File: config.mk
export PLATFORM = sky130hd
export DESIGN_NAME = adcc_top
export DESIGN_NICKNAME = d
export VERILOG_FILES = /design/src/shared/adcc_pkg.sv /design/src/design/adcc_top.sv
export VERILOG_INCLUDE_DIRS = /design/src /design/src/shared
export SDC_FILE = /design/constraint.sdc
export NUM_CORES = 1
export LEC_CHECK = 0
export ABC_AREA = 1
export CAP_MARGIN = 20
export CORE_MARGIN = 2
export CORE_UTILIZATION = 30
export CTS_BUF_LIST = sky130_fd_sc_hd__clkbuf_4 sky130_fd_sc_hd__clkbuf_8 sky130_fd_sc_hd__clkbuf_16
export CTS_CLUSTER_DIAMETER = 100
export CTS_CLUSTER_SIZE = 25
export DETAILED_ROUTE_END_ITERATION = 8
export DONT_BUFFER_PORTS = 1
export GPL_ROUTABILITY_DRIVEN = 0
export GPL_TIMING_DRIVEN = 1
export REMOVE_ABC_BUFFERS = 1
export SYNTH_ARGS = -nofsm -noshare
export SYNTH_HDL_FRONTEND = slang
export SYNTH_SLANG_ARGS = --single-unit
File: constraint.sdc
create_clock -name ref_clk_i -period 7.8 [get_ports ref_clk_i]
set_clock_uncertainty 0.2 [all_clocks]
set_input_delay 0.78 -clock ref_clk_i [delete_from_list [all_inputs] [get_ports ref_clk_i]]
set_output_delay 0.78 -clock ref_clk_i [all_outputs]
set_load 0.02 [all_outputs]
File: src/shared/adcc_defs.svh
// Constants for the converter control block: offsets, field positions, reset values and timing.
// Assumes a 125 MHz system clock and an APB slave decoding the low address byte.
`ifndef ADCC_DEFS_SVH
`define ADCC_DEFS_SVH

// Register byte offsets
`define ADCC_OFF_MAIN 8'h00
`define ADCC_OFF_CLKSEL 8'h04
`define ADCC_OFF_RESH 8'h08
`define ADCC_OFF_RESL 8'h0C
`define ADCC_OFF_FLAG 8'h10

// Main control fields
`define ADCC_MAIN_JUSTIFY 7
`define ADCC_MAIN_REF 6
`define ADCC_MAIN_CHAN_HI 4
`define ADCC_MAIN_CHAN_LO 2
`define ADCC_MAIN_GO 1
`define ADCC_MAIN_EN 0

// Clock select and flag fields
`define ADCC_CLKSEL_HI 6
`define ADCC_CLKSEL_LO 4
`define ADCC_FLAG_BIT 0

// Reset values
`define ADCC_MAIN_RST 8'h00
`define ADCC_CLKSEL_RST 3'h0
`define ADCC_RES_RST 8'h00

// Timing
`define ADCC_SYS_CLK_NS 8
`define ADCC_FRC_MIN_PERIOD_NS 2000
`define ADCC_FRC_CYCLES (((`ADCC_FRC_MIN_PERIOD_NS) + (`ADCC_SYS_CLK_NS) - 1) / (`ADCC_SYS_CLK_NS))
`define ADCC_RES_BITS 10
`define ADCC_ABORT_TADS 2

`endif

File: src/shared/adcc_pkg.sv
// Types and the divider decode for the converter control block.
// Assumes adcc_defs.svh is on the include path.
`include "adcc_defs.svh"

package adcc_pkg;

   typedef enum logic [3:0] {
      ST_IDLE = 4'b0001,
      ST_SAMP = 4'b0010,
      ST_CONV = 4'b0100,
      ST_ABORT = 4'b1000
   } adcc_state_t;

   typedef struct packed {
      logic justify;
      logic ref_sel;
      logic [2:0] chan;
      logic go;
      logic en;
   } adcc_main_t;

   typedef struct packed {
      logic ref_sel;
      logic [2:0] chan;
      logic [2:0] clk_sel;
   } adcc_cfg_t;

   typedef struct packed {
      logic pready;
      logic pslverr;
      logic [31:0] prdata;
   } adcc_apb_rsp_t;

   typedef struct packed {
      adcc_main_t main;
      logic [2:0] clk_sel;
      logic [7:0] res_hi;
      logic [7:0] res_lo;
      logic flag;
      adcc_state_t st;
      adcc_cfg_t act;
      logic [7:0] div_cnt;
      logic [3:0] bit_idx;
      logic [9:0] code;
      adcc_apb_rsp_t apb;
      logic conv_en;
      logic sample;
      adcc_cfg_t out_cfg;
   } adcc_regs_t;

   // Conversion bit period in system clocks for a clock-select code
   function automatic logic [7:0] adcc_tad_cycles(input logic [2:0] sel);
      logic [7:0] n;
      n = 8'h02;
      if (sel[1:0] == 2'b11) begin
         n = 8'(`ADCC_FRC_CYCLES);
      end else begin
         n = 8'(8'h02 << {sel[1:0], sel[2]});
      end
      return n;
   endfunction : adcc_tad_cycles

endpackage : adcc_pkg

File: src/design/adcc_top.sv
// Converter control: registers on APB, bit-period divider, successive-approximation sequencer.
// Assumes an analog front end that compares the held sample against code_o and returns comp_i.
//
// The register addresses and register access over APB were left to the implementer.
`timescale 1ns/1ps
`include "adcc_defs.svh"

module adcc_top
   import adcc_pkg::*;
(
   input wire logic ref_clk_i,
   input wire logic rst_i,
   input wire logic clk_en_i,
   input wire logic psel_i,
   input wire logic penable_i,
   input wire logic pwrite_i,
   input wire logic [7:0] paddr_i,
   input wire logic [31:0] pwdata_i,
   output logic [31:0] prdata_o,
   output logic pready_o,
   output logic pslverr_o,
   input wire logic comp_i,
   output logic [9:0] code_o,
   output logic sample_o,
   output logic converter_enable_o,
   output logic reference_select_o,
   output logic [2:0] channel_select_o,
   output logic converter_interrupt_flag_o
);

   adcc_regs_t q, d;
   logic tick;
   logic wr;
   logic done;
   logic [7:0] rd_byte;
   logic hit;

   // Bit-period strobe from the latched clock select
   assign tick = (q.div_cnt == 8'(adcc_tad_cycles(q.act.clk_sel) - 8'h01));
   assign wr = psel_i && penable_i && pwrite_i && q.apb.pready;

   // Read decode for the setup phase
   always_comb begin
      rd_byte = 8'h00;
      hit = 1'b1;
      if (paddr_i == `ADCC_OFF_MAIN) begin
         rd_byte = {q.main.justify, q.main.ref_sel, 1'b0, q.main.chan, q.main.go, q.main.en};
      end else if (paddr_i == `ADCC_OFF_CLKSEL) begin
         rd_byte = {1'b0, q.clk_sel, 4'h0};
      end else if (paddr_i == `ADCC_OFF_RESH) begin
         rd_byte = q.res_hi;
      end else if (paddr_i == `ADCC_OFF_RESL) begin
         rd_byte = q.res_lo;
      end else if (paddr_i == `ADCC_OFF_FLAG) begin
         rd_byte = {7'h00, q.flag};
      end else begin
         hit = 1'b0;
      end
   end

   always_comb begin
      d = q;
      done = 1'b0;
      d.apb.pready = 1'b0;
      d.apb.pslverr = 1'b0;

      // Answer is prepared in setup so the access phase completes at once
      if (psel_i && !penable_i) begin
         d.apb.pready = 1'b1;
         d.apb.pslverr = !hit;
         d.apb.prdata = {24'h000000, rd_byte};
      end

      // Bit-period divider runs only while busy
      if (q.st != ST_IDLE) begin
         d.div_cnt = tick ? 8'h00 : 8'(q.div_cnt + 8'h01);
      end

      case (q.st)
         ST_IDLE: begin
         end
         ST_SAMP: begin
            if (tick) begin
               d.st = ST_CONV;
               d.bit_idx = 4'h9;
               d.code = 10'h200;
            end
         end
         ST_CONV: begin
            if (tick) begin
               if (!comp_i) begin
                  d.code[q.bit_idx] = 1'b0;
               end
               if (q.bit_idx == 4'h0) begin
                  done = 1'b1;
               end else begin
                  d.bit_idx = 4'(q.bit_idx - 4'h1);
                  d.code[4'(q.bit_idx - 4'h1)] = 1'b1;
               end
            end
         end
         ST_ABORT: begin
            if (tick) begin
               if (q.bit_idx == 4'h1) begin
                  d.st = ST_IDLE;
               end else begin
                  d.bit_idx = 4'(q.bit_idx + 4'h1);
               end
            end
         end
         default: begin
            d.st = ST_IDLE;
         end
      endcase

      // Register writes
      if (wr) begin
         if (paddr_i == `ADCC_OFF_MAIN) begin
            d.main.justify = pwdata_i[`ADCC_MAIN_JUSTIFY];
            d.main.ref_sel = pwdata_i[`ADCC_MAIN_REF];
            d.main.chan = pwdata_i[`ADCC_MAIN_CHAN_HI:`ADCC_MAIN_CHAN_LO];
            d.main.en = pwdata_i[`ADCC_MAIN_EN];
            if (!pwdata_i[`ADCC_MAIN_EN]) begin
               d.main.go = 1'b0;
               d.st = ST_IDLE;
               d.div_cnt = 8'h00;
            end else if (pwdata_i[`ADCC_MAIN_GO] && q.main.en && q.st == ST_IDLE) begin
               d.main.go = 1'b1;
               d.st = ST_SAMP;
               d.div_cnt = 8'h00;
               d.act.ref_sel = pwdata_i[`ADCC_MAIN_REF];
               d.act.chan = pwdata_i[`ADCC_MAIN_CHAN_HI:`ADCC_MAIN_CHAN_LO];
               d.act.clk_sel = q.clk_sel;
            end else if (!pwdata_i[`ADCC_MAIN_GO] && q.main.go && !done) begin
               d.main.go = 1'b0;
               d.st = ST_ABORT;
               d.bit_idx = 4'h0;
               d.div_cnt = 8'h00;
            end
         end else if (paddr_i == `ADCC_OFF_CLKSEL) begin
            d.clk_sel = pwdata_i[`ADCC_CLKSEL_HI:`ADCC_CLKSEL_LO];
         end else if (paddr_i == `ADCC_OFF_RESH) begin
            d.res_hi = pwdata_i[7:0];
         end else if (paddr_i == `ADCC_OFF_RESL) begin
            d.res_lo = pwdata_i[7:0];
         end else if (paddr_i == `ADCC_OFF_FLAG) begin
            if (pwdata_i[`ADCC_FLAG_BIT]) begin
               d.flag = 1'b0;
            end
         end
      end

      // Completion wins over any same-cycle clear or result write
      if (done) begin
         d.st = ST_IDLE;
         d.main.go = 1'b0;
         d.flag = 1'b1;
         if (q.main.justify) begin
            d.res_hi = {6'h00, d.code[9:8]};
            d.res_lo = d.code[7:0];
         end else begin
            d.res_hi = d.code[9:2];
            d.res_lo = {d.code[1:0], 6'h00};
         end
      end

      // While idle the active settings track the registers
      if (d.st == ST_IDLE) begin
         d.act.ref_sel = d.main.ref_sel;
         d.act.chan = d.main.chan;
         d.act.clk_sel = d.clk_sel;
      end

      d.conv_en = d.main.en;
      d.sample = d.main.en && (d.st == ST_IDLE || d.st == ST_SAMP);
      d.out_cfg = d.act;
   end

   always_ff @(posedge ref_clk_i or posedge rst_i) begin
      if (rst_i) begin
         q <= '0;
         q.st <= ST_IDLE;
         q.main <= 7'(`ADCC_MAIN_RST);
         q.clk_sel <= `ADCC_CLKSEL_RST;
         q.res_hi <= `ADCC_RES_RST;
         q.res_lo <= `ADCC_RES_RST;
      end else if (clk_en_i) begin
         q <= d;
      end
   end

   assign prdata_o = q.apb.prdata;
   assign pready_o = q.apb.pready;
   assign pslverr_o = q.apb.pslverr;
   assign code_o = q.code;
   assign sample_o = q.sample;
   assign converter_enable_o = q.conv_en;
   assign reference_select_o = q.out_cfg.ref_sel;
   assign channel_select_o = q.out_cfg.chan;
   assign converter_interrupt_flag_o = q.flag;

   logic wr_main;
   assign wr_main = wr && clk_en_i && paddr_i == `ADCC_OFF_MAIN;
endmodule : adcc_top

After elaboration in Yosys (flattened, before gate mapping)
Cells that the tools add are included.
{"block": "word_totals", "output_inout_bits": 51, "word_cells": 151, "latchBits": 0, "regBits": 71, "memories": 0, "rom_bits": 0, "in_bits": 47, "mem_bits_rw": 0}
{"block": "classes", "mux": 64, "bitwise_logic": 3, "shift": 1, "n_reduce_logical": 36, "eq_ne": 19, "add_sub_neg": 4, "n_mul": 0, "n_lt_le_gt_ge": 4, "n_div": 0}
{"op": "8-bit 2-to-1 mux", "n": 11}
{"op": "49-bit 2-to-1 mux", "n": 1}
{"op": "14-bit 2-to-1 mux", "n": 3}
{"op": "4-bit 2-to-1 mux", "n": 10}
{"op": "34-bit 2-to-1 mux", "n": 1}
{"op": "10-bit 2-to-1 mux", "n": 3}
{"op": "4-bit one-hot mux with 3 select lines", "n": 2}
{"op": "23-bit 2-to-1 mux", "n": 1}
{"op": "21-bit 2-to-1 mux", "n": 1}
{"op": "7-bit 2-to-1 mux", "n": 3}
{"op": "20-bit 2-to-1 mux", "n": 1}
{"op": "10-bit one-hot mux with 2 select lines", "n": 1}
{"op": "2-bit nonzero test", "n": 10}
{"op": "1-bit 2-to-1 mux", "n": 18}
{"op": "17-bit 2-to-1 mux", "n": 1}
{"op": "8-bit by 4-bit == test with 1-bit output, second input constant", "n": 2}
{"op": "16-bit 2-to-1 mux", "n": 1}
{"op": "4-bit by 1-bit == test with 1-bit output, second input constant", "n": 3}
{"op": "12-bit 2-to-1 mux", "n": 1}
{"op": "1-bit logical AND", "n": 11}
{"op": "10-bit AND", "n": 1}
{"op": "4-bit by 5-bit < comparator with 1-bit output, second input constant", "n": 2}
{"op": "10-bit inverter", "n": 1}
{"op": "10-bit OR", "n": 1}
{"op": "other kinds (30)", "n": 41}

Longest topological paths before layout
Gate-level depths: netlist of the first run.
{"block": "logic_depth", "depth_word": 22, "ltp_mapped": 23, "ltp_nobuf": 22}

Least setup slack after synthesis of the first run
Ideal clock, no wire load.
{"block": "synth_path", "path_type": "flip-flop to flip-flop", "startpoint": "reg q[65] (netlist bit)", "endpoint": "reg q (netlist bit channel_select_o[2])", "synth_period_minus_slack_ns": 2.466, "arrival_ns": 2.150, "stages_incl_launch_ff": 22, "n_path_buf": 0, "setup_slack_ns": 5.334, "setup_ns": 0.116, "cell_sequence": "dfrtp_1 > o21ai_0 > nand2_1 > ha_1 > inv_1 > nand2_1 > nand2_1 > inv_1 > nand2_1 > nand2_1 > nand2_1 > nor2_4 > nand2_2 > clkinv_2 > nand3_1 > nand2_1 > nand2_2 > nand3_2 > nand2_4 > clkinv_4 > nand2_1 > nand2_1"}
{"block": "synth_between", "elab_chain_len": 17, "word_cells_on_any_way": 25, "cone_classes": "1 x add/sub; 3 x eq/ne; 1 x shift; 13 x mux; 7 x reduce/logical"}
{"element": "from (decl)", "line_no": "adcc_top.sv:31", "text": "adcc_regs_t q, d;"}
{"element": "2-bit by 3-bit << shifter with 8-bit output / 2-bit == test (equally long branches)", "line_no": "adcc_pkg.sv:58, adcc_pkg.sv:55"}
{"element": "8-bit 2-to-1 mux (*)", "line_no": "adcc_pkg.sv:55", "text": "if (sel[1:0] == 2'b11) begin"}
{"element": "8-bit by 1-bit subtractor with 8-bit output (*)", "line_no": "adcc_top.sv:39", "text": "assign tick = (q.div_cnt == 8'(adcc_tad_cycles(q.act.clk_sel) - 8'h01));"}
{"element": "8-bit == test (*)", "line_no": "adcc_top.sv:39"}
{"element": "1-bit 2-to-1 mux", "line_no": "adcc_top.sv:90", "text": "if (tick) begin"}
{"element": "1-bit 2-to-1 mux", "line_no": "adcc_top.sv:79", "text": "case (q.st)"}
{"element": "1-bit zero test", "line_no": "adcc_top.sv:134", "text": "end else if (!pwdata_i[`ADCC_MAIN_GO] && q.main.go && !done) begin"}
{"element": "1-bit logical AND", "line_no": "adcc_top.sv:134"}
{"element": "4-bit 2-to-1 mux", "line_no": "adcc_top.sv:134"}
{"element": "4-bit 2-to-1 mux", "line_no": "adcc_top.sv:127", "text": "end else if (pwdata_i[`ADCC_MAIN_GO] && q.main.en && q.st == ST_IDLE) begin"}
{"element": "4-bit 2-to-1 mux", "line_no": "adcc_top.sv:123", "text": "if (!pwdata_i[`ADCC_MAIN_EN]) begin"}
{"element": "23-bit 2-to-1 mux", "line_no": "adcc_top.sv:118", "text": "if (paddr_i == `ADCC_OFF_MAIN) begin"}
{"element": "49-bit 2-to-1 mux", "line_no": "adcc_top.sv:117", "text": "if (wr) begin"}
{"element": "21-bit 2-to-1 mux (*)", "line_no": "adcc_top.sv:154", "text": "if (done) begin"}
{"element": "4-bit by 1-bit == test with 1-bit output (*)", "line_no": "adcc_top.sv:168", "text": "if (d.st == ST_IDLE) begin"}
{"element": "2-bit nonzero test (no source line)"}
{"element": "5-bit AND reduction (no source line)"}
Every way passes the cells marked *; elsewhere a longest branch is shown, timed or not. The select of a mux whose other input is x is not followed.
A chain may end at the register's enable or synchronous reset.

Worst setup path in the final report of the first run
{"block": "layout_path", "startpoint": "reg q[66] (netlist bit)", "endpoint": "reg q (netlist bit channel_select_o[2])"}
The elaborated chain is that of the path after synthesis.

==> summary.md, run 1 <==
| Metric | Value |
|---|---|
| Final core occ | 31.85% |
| Most Frequent Cell on Critical Path | sky130_fd_sc_hd__nand2_1 |
| Standard cell with the maximum stage delay on the critical path | sky130_fd_sc_hd__dfrtp_1 |
| Core outline area | 16,470 um^2 |
| Antenna violations before repair | 0 |
| Vias | 4,365 |
| Worst-case clock buffer depth | 2 |
| Largest vdd supply drop | approximately 0.11 mV |
| Worst min path class | reg2reg |
| Initial core utilization | 30.39% |
| Category of the worst setup path capture point | flop |
| Maximum number of pins on one net before global-route repair | 72 |
| Max FO, Critical Path | 22 |
| Number of cells on the critical path | 22 |
| Main flop type after synthesis | sky130_fd_sc_hd__dfrtp_1 |
| Setup slack at placement | between 4 and 5 ns |
| DRC violation count after routing | 0 |
| Leading cell type in the layout, fill and taps excluded | sky130_fd_sc_hd__nand2_1 |
| Largest delay share family, worst path | simple AND/OR/NAND/NOR gates |
| Clock-pin transition on the worst setup and hold timing paths | roughly 0.06 ns |
| Minimum clock period | 3.375 ns |
| Drt pass-1 iters | 7 |
| Proportion of layout cells with a drive suffix above 1 | 7.525% |
| H-Tree Depth | 3 |
| Final ANT Viol Nets | 0 |
| Inserted Clock Buffers | 9 |
| Data arrival time of the critical path | 3.40 ns |
| Number of different library cells in the post-synthesis netlist | 46 |
| Layout overhead on the synthesized area | 4.826% |
| Pin slew with the least headroom to its limit | ~0.94 ns |
| NumNets Final | between 700 and 800 |
| CTS tree | done |
| Placed wire-length estimate | approximately 9500 um |
| P_leak | roughly 2.4 nW |
| Largest stage delay on the critical path | 0.51 ns |
| Clk root buf | sky130_fd_sc_hd__clkbuf_16 |
| Relative slew slack | between 30% and 40% |
| Number of global-route vias before repair | 4,078 |
| Total congestion overflow | 0 |
| Overall routed net length | 12,970 um |
| Result of the run | finished, final reports clean |
| Routed length per placed instance | 14.24 um |
| Critical path class | reg2reg |
| Post-synthesis async set-or-reset flop share | 100.0% |
| Synthesized netlist cell count | 714 |
| Antenna Diode Count | 0 |
| PortBufs | 0 |
| Power per Cell Area | 226.9 nW/um^2 |
| Overall global routing resource usage | 15.02% |
| DIE HEIGHT | 133.1 um |
| Sequential area share after synthesis | 35.53% |
| Critical Path Start | q[66] |
| RR Endpoint | channel_select_o[2] |
| Latest clock arrival within the worst-skew pair | 0.34 ns |
| Yosys reg bits | 71 |
| Leading cell types in the layout, fill and taps excluded | sky130_fd_sc_hd__nand2_1 (192), sky130_fd_sc_hd__inv_1 (79), sky130_fd_sc_hd__dfrtp_1 (70), sky130_fd_sc_hd__nand3_1 (66), sky130_fd_sc_hd__nor2_1 (60) |
| Ports | 98 |
| Average footprint of a synthesized cell | 7.008 um^2 |
| Final-layout setup total negative slack | 0 ns |
| Endpoints failing setup | 0 |
| Post-DR vias/cell | 4.791 |
| Sinks on Clock Net | 71 |
| Yosys warning count | 0 |
| RSZ-0062 raised after global routing | false |
| Maximum clock rate | 296.3 MHz |
| Worst Reg-to-Reg Cells | 22 |
| Number of buffers inserted by hold repair at cts | 0 |
| Cell Area, Synth | approximately 5000 um^2 |
| Final setup margin | 4.425 ns |
| Wire length of the first global-routing pass | 21,320 um |
| Cell Rows | 47 |
| Ordered cell list for the critical path | inv_1, o21ai_0, nand2_1, ha_1, inv_1, nand2_1, nand2_1, inv_1, nand2_1, nand2_1, nand2_1, nor2_4, nand2_2, clkinv_2, nand3_1, nand2_1, nand2_2, nand3_2, nand2_4, clkinv_4, nand2_1, nand2_1 |
| 1st-iter DRT viols | 352 |
| Post-CTS setup repair buffer count | 0 |
| Instance area at placement | 4931 um^2 |
| Launching element type of the critical path | flop |
| Final hold vios | 0 |
| Buffers & Inverters on Critical Path | 5 |
| Data required time of the worst path | 7.83 ns |
| Pins Over Slew Limit | 0 |
| Total die area | 17,730 um^2 |
| Count of max-cap constraint violations | 0 |
| EDFF count, synth | 0 |
| Worst flop-to-flop path startpoint | q[66] |
| Crit share post-route | 43.28% |
| Total non-filler cell area in the finished layout | 5245 um^2 |
| Die width | 133.1 um |
| Worst reg-to-reg setup slack | 4.42 ns |
| Endpoint of the worst setup timing path | channel_select_o[2] |
| Resized cells post-CTS | 0 |
==> cell usage after synthesis (2+ instances only) <==
| cell | n | area [um^2] |
|---|---|---|
| sky130_fd_sc_hd__a31oi_1 | 19 | 118.9 |
| sky130_fd_sc_hd__a22oi_1 | 2 | 15.01 |
| sky130_fd_sc_hd__inv_1 | 80 | 300.3 |
| sky130_fd_sc_hd__o21ai_2 | 2 | 17.52 |
| sky130_fd_sc_hd__xnor2_1 | 2 | 17.52 |
| sky130_fd_sc_hd__nor2_4 | 4 | 45.04 |
| sky130_fd_sc_hd__nand3_4 | 2 | 35.03 |
| sky130_fd_sc_hd__xor2_1 | 8 | 70.07 |
| sky130_fd_sc_hd__o211ai_1 | 4 | 30.03 |
| sky130_fd_sc_hd__nand3_1 | 66 | 330.3 |
| sky130_fd_sc_hd__buf_2 | 5 | 25.02 |
| sky130_fd_sc_hd__ha_1 | 6 | 75.07 |
| sky130_fd_sc_hd__buf_4 | 47 | 352.8 |
| sky130_fd_sc_hd__a221oi_1 | 4 | 35.03 |
| sky130_fd_sc_hd__a21oi_1 | 18 | 90.09 |
| sky130_fd_sc_hd__nor2_2 | 5 | 31.28 |
| sky130_fd_sc_hd__nor4_1 | 2 | 12.51 |
| sky130_fd_sc_hd__o31ai_1 | 3 | 22.52 |
| sky130_fd_sc_hd__nand3_2 | 2 | 20.02 |
| sky130_fd_sc_hd__nand2_1 | 192 | 720.7 |
| sky130_fd_sc_hd__nor2_1 | 60 | 225.2 |
| sky130_fd_sc_hd__o22ai_1 | 5 | 31.28 |
| sky130_fd_sc_hd__o21ai_0 | 48 | 240.2 |
| sky130_fd_sc_hd__nor3_1 | 7 | 35.03 |
| sky130_fd_sc_hd__buf_6 | 3 | 33.78 |
| sky130_fd_sc_hd__nand3b_1 | 3 | 22.52 |
| sky130_fd_sc_hd__dfrtp_1 | 70 | 1752 |
| sky130_fd_sc_hd__nand2_2 | 5 | 31.28 |
| sky130_fd_sc_hd__clkbuf_1 | 7 | 26.28 |
| sky130_fd_sc_hd__o21ai_1 | 12 | 60.06 |
| sky130_fd_sc_hd__nand4_1 | 3 | 18.77 |
| sky130_fd_sc_hd__inv_2 | 4 | 15.01 |
==> layout make-up <==
type,instances,area [um^2]
timing repair buffer,1,7.507
sequential,71,1778
tap,220,275.3
fill,1823,11220
multi-input combinational,516,2537
inverter,87,332.8
clock buffer,14,275.3
clock inverter,2,38.79
==> worst min path at each step <==
stage	from	endpoint	slack (ns)	cells after the start
3_5_place_dp	q[83]	q[83]	0.31	2
4_1_cts	clk_en_i	q[72]	0.31	1
6_report	q[83]	q[83]	0.32	2
2_1_floorplan	q[83]	q[83]	0.28	2
5_1_grt	clk_en_i	q[72]	0.32	1
3_3_place_gp	q[86]	q[86]	0.30	2
==> through the flow <==
| stage | hold slack [ns] | std cells | power (mW) |
|---|---|---|---|
| after floorplan | 0.2809 | 674 | 0.6941 |
| after global placement | 0.3002 | 895 | 0.7571 |
| after detailed placement | 0.3129 | 895 | 0.7600 |
| after CTS | 0.3149 | 911 | 1.199 |
| after global routing | 0.3219 | 911 | 1.267 |
| final | 0.3210 | 911 | 1.190 |
==> registers in the layout (all words and copies together), names as in the netlist <==
| register | cells |
|---|---|
| converter_enable_o | 1 |
| reference_select_o | 1 |
| channel_select_o | 3 |
| pslverr_o | 1 |
| code_o | 10 |
| pready_o | 1 |
| prdata_o | 8 |
| converter_interrupt_flag_o | 1 |
| q | 44 |
| sample_o | 1 |
==> routing by layer <==
layer  share of wire (%)  GRT usage [%]  up-vias  routed length (um)
met5                   0              0        -                   0
met2                  44          22.28      118                5661
met1                  48          21.51     2033                6286
met4                 1.8          4.610        0                 227
met3                 6.1          3.805       16                 793
li1                    -              -     2198                   -
==> tightest hold or removal path: cells and delay by family (launching register included) <==
family	cells	cell delay, ns
DFF	1	0.34
and+or+nand+nor	2	0.14
==> power by group <==
part	total, mW	internal, mW	switching (mW)
Clock	0.436	0.277	0.159
Sequential	0.473	0.408	0.0649
Combinational	0.281	0.0928	0.188
Total	1.19	0.778	0.412
==> logic make-up (layout without fill, tap and decap cells) <==
logic type,Yosys count,count (layout),synth area share [%]
AO/OA/AOI/OAI,120,120,13.93
XOR/XNOR,10,10,1.751
adder cells (fa/ha/maj),6,6,1.500
buffers and inverters,150,104,15.48
flip-flops,71,71,35.53
other,1,24,0.07495
AND/OR/NAND/NOR,356,356,31.73
Power figures use the tool's default switching activity.
==> run 2: changes to the inputs <==
Settings changed: ABC_AREA 1 to 0.
Clock period 7.8 ns to 3 ns, I/O delays scaled along.
==> summary.md, run 2 <==
| Metric | Value |
|---|---|
| DRC violation count after routing | 0 |
| Antenna Diode Count | 0 |
| Sequential group share of total power | 41.4% |
| Ordered cell list for the critical path | buf_6, a21oi_2, ha_4, xor2_2, a221oi_2, a2111o_1, nor3_4, o221ai_2, buf_4, or3_1, a31oi_1 |
| RR Endpoint | q[92] |
| Number of global-route vias before repair | 4,862 |
| Leading post-synthesis cells by instance count | sky130_fd_sc_hd__dfrtp_1 (70), sky130_fd_sc_hd__nand2_1 (52), sky130_fd_sc_hd__buf_4 (45) |
| Cell Area, Synth | 5082 um^2 |
| Buffers & Inverters on Critical Path | 2 |
| Final hold vios | 0 |
| Main flop type after synthesis | sky130_fd_sc_hd__dfrtp_1 |
| Post-DR vias/cell | 5.724 |
| Data required time of the worst path | ~3.1 ns |
| Worst hold start | paddr_i[3] |
| Sequential area share after synthesis | 34.98% |
| Max FO, Critical Path | 6 |
| P_leak | about 2.7 nW |
| Category of the worst setup path capture point | flop |
| Flip-flop count of the largest register, all copies and words added | 44 |
| Count of max-cap constraint violations | 0 |
| Hold EP | prdata_o[1] |
| Total congestion overflow | 0 |
| Largest delay share family, worst path | compound AO/OA/AOI/OAI gates |
| Worst Reg-to-Reg Cells | 11 |
| Top reg by flops | q |
| Switch share | 29.70% |
| Maximum clock rate | 316.0 MHz |
| Pins Over Slew Limit | 0 |
| Largest stage delay on the critical path | 0.53 ns |
| Worst min path class | in2reg |
| Number of different library cells in the post-synthesis netlist | 79 |
| Storage element area | 1780 um^2 |
| Endpoints failing setup | 37 |
| Post-synthesis async set-or-reset flop share | 100.0% |
| Part of the total power dissipated in combinational logic | between 10% and 20% |
| Relative slew slack | 34.89% |
| EDFF count, synth | 0 |
| Post-synth top area cell | sky130_fd_sc_hd__dfrtp_1 |
| Final-layout setup total negative slack | -1.987 ns |
| Critical path class | reg2reg |
| Routed length per placed instance | 19.45 um |
| Leading cell types in the layout, fill and taps excluded | sky130_fd_sc_hd__buf_4 (77), sky130_fd_sc_hd__dfrtp_1 (68), sky130_fd_sc_hd__nand2_1 (50), sky130_fd_sc_hd__nor2_1 (38), sky130_fd_sc_hd__o21ai_0 (31) |
| Die width | around 130 um |
| Initial core utilization | between 30% and 40% |
| CTS tree | done |
| Placed wire-length estimate | 11,510 um |
| Vias | slightly below 5,000 |
| Ports | 98 |
| Inserted Clock Buffers | 9 |
| Layout overhead on the synthesized area | 29.96% |
| Launching element type of the critical path | flop |
| Cell Rows | 47 |
| Internal Power | 1.844 mW |
| Result of the run | finished, violations left |
| Clk root buf | sky130_fd_sc_hd__clkbuf_16 |
| Data arrival time of the critical path | around 3.2 ns |
| Standard cell with the maximum stage delay on the critical path | sky130_fd_sc_hd__a2111o_1 |
| Worst-case clock buffer depth | 2 |
| DIE HEIGHT | 134.2 um |
| Multi-input combinational cell area | 3244 um^2 |
| Leading cell type in the layout, fill and taps excluded | sky130_fd_sc_hd__buf_4 |
| Largest vdd supply drop | 0.2844 mV |
| Total die area | 18,000 um^2 |
| Violated checks | negative setup slack |
| Pin slew with the least headroom to its limit | 0.9721 ns |
| Latest clock arrival within the worst-skew pair | 0.35 ns |
| RSZ-0062 raised after global routing | true |
| Synthesized netlist cell count | 578 |
| Clock-pin transition on the worst setup and hold timing paths | 0.06 ns |
| Proportion of netlist area held by the largest area contributor | 34.47% |
| Net load switching power | 0.7793 mW |
| Wire length of the first global-routing pass | 25,990 um |
| Core outline area | 16,580 um^2 |
| Proportion of layout cells with a drive suffix above 1 | 33.02% |
| Drt pass-1 iters | 5 |
| Clock network fraction of total power | between 40% and 50% |
| Crit share post-route | 105.5% |
| Worst reg-to-reg setup slack | -0.16 ns |
| NumNets Final | about 700 |
| Count of fill cells added during filler insertion | 1,614 |
| Average footprint of a synthesized cell | 8.793 um^2 |
| Power per Cell Area | 397.2 nW/um^2 |
| Sum of internal, switching and leakage power | about 2.6 mW |
| Worst flop-to-flop path startpoint | q[65] |
| Maximum number of pins on one net before global-route repair | 38 |
| Final ANT Viol Nets | 0 |
| Count of non-filler cells in the finished layout | between 800 and 900 |
| Final setup margin | -0.1645 ns |
| Antenna violations before repair | 0 |
| Overall routed net length | 16,880 um |
| PortBufs | 0 |
| Minimum clock period | 3.164 ns |
| H-Tree Depth | 3 |
| Most repeated cell in the gate-level netlist after synthesis | sky130_fd_sc_hd__dfrtp_1 |
| Cell Count Post-Placement | 814 |
| Sinks on Clock Net | 71 |
| Hold Crit Depth | 2 |
| Cell types occupying the most area after synthesis | sky130_fd_sc_hd__dfrtp_1 (34%), sky130_fd_sc_hd__buf_4 (6.6%), sky130_fd_sc_hd__mux2_2 (4.9%), sky130_fd_sc_hd__o21ai_0 (3.9%), sky130_fd_sc_hd__nand2_1 (3.8%) |
| Overall global routing resource usage | 18.30% |
| Post-Route Hold Slack | 0.004537 ns |
| 1st-iter DRT viols | 421 |
| Yosys reg bits | 71 |
| Yosys warning count | 0 |
run 2: cell count changes in the layout (fill, tap and decap cells not counted), moves of 13 or more:
cell | previous run | this run
sky130_fd_sc_hd__buf_4 | 1 | 77
sky130_fd_sc_hd__mux2_2 | 0 | 19
sky130_fd_sc_hd__nor2_1 | 60 | 38
sky130_fd_sc_hd__nand2_1 | 192 | 50
sky130_fd_sc_hd__o21ai_0 | 48 | 31
sky130_fd_sc_hd__nand3_1 | 66 | 13
sky130_fd_sc_hd__buf_6 | 0 | 20
sky130_fd_sc_hd__dlygate4sd3_1 | 0 | 13
sky130_fd_sc_hd__inv_1 | 79 | 10
run 2: repair_timing:
| item | in CTS | in global routing |
|---|---|---|
| pin swaps | 19 | 27 |
| resized for setup | 38 | 68 |
| hold buffers | 14 | 0 |
| hold endpoints to repair | 76 | 0 |
| endpoints found under the setup margin | 49 | 49 |
| buffers inserted | 12 | 14 |
run 2: cell families after synthesis:
| family | count (synthesis) | share of synthesized area, % |
|---|---|---|
| xor gates and xnor gates | 5 | 1.010 |
| and+or+nand+nor | 202 | 20.88 |
| DFF | 71 | 34.98 |
| buffers and inverters | 93 | 10.56 |
| other | 1 | 0.07378 |
| AOI/OAI and AO/OA | 169 | 23.88 |
| adders and majority gates | 6 | 1.477 |
| muxes | 31 | 7.139 |
run 2: cell type report:
class | instances | area share (%)
Clock buffer | 9 | 3.410
Clock inverter | 7 | 1.174
Inverter | 13 | 0.7388
Multi-Input combinational cell | 437 | 49.12
Sequential cell | 71 | 26.96
Tap cell | 220 | 4.167
Timing Repair Buffer | 111 | 14.43
run 2: worst max path at each step:
stage	start	to	slack, ns	cells past startpoint
finish	q[65]	q[92]	-0.16	11
global route	q[67]	q[54]	-0.29	12
CTS	q[65]	q[79]	-0.12	12
detailed placement	q[66]	q[81]	-0.47	11
global placement	q[66]	q[81]	-0.35	11
floorplan	q[66]	q[86]	-0.62	10
run 2: metal layers:
layer | global-route usage (%) | vias to the layer above | share of wire (%) | wire length (um)
li1 | - | 2230 | - | -
met1 | 23.97 | 2441 | 42 | 7061
met2 | 29.54 | 255 | 47 | 7999
met3 | 4.308 | 42 | 8.3 | 1397
met4 | 6.550 | 0 | 2.5 | 424
met5 | 0 | - | 0 | 0
run 2: worst reg2reg max path, cell delays in order, from the launching register on:
cell                       delay (ns)
sky130_fd_sc_hd__dfrtp_1         0.42
sky130_fd_sc_hd__buf_6           0.14
sky130_fd_sc_hd__a21oi_2         0.18
sky130_fd_sc_hd__ha_4            0.22
sky130_fd_sc_hd__xor2_2          0.19
sky130_fd_sc_hd__a221oi_2        0.08
sky130_fd_sc_hd__a2111o_1        0.53
sky130_fd_sc_hd__nor3_4          0.29
sky130_fd_sc_hd__o221ai_2        0.20
sky130_fd_sc_hd__buf_4           0.18
sky130_fd_sc_hd__or3_1           0.31
sky130_fd_sc_hd__a31oi_1         0.14
run 2: power groups by stage:
stage               Sequential, mW  Combinational, mW  Clock (mW)
floorplan                     1.08              0.195           0
global placement              1.10              0.313           0
detailed placement            1.10              0.322           0
CTS                           1.08              0.372        1.14
global route                  1.09              0.448        1.18
finish                        1.09              0.419        1.12
run 2: through the flow:
step | cell area, um^2 | util (%) | worst slack [ns]
CTS | 6223 | 37.53 | -0.1175
detailed placement | 5510 | 33.23 | -0.4653
global placement | 5510 | 33.23 | -0.3532
finish | 6605 | 39.83 | -0.1645
global route | 6605 | 39.83 | -0.2944
floorplan | 4681 | - | -0.6184
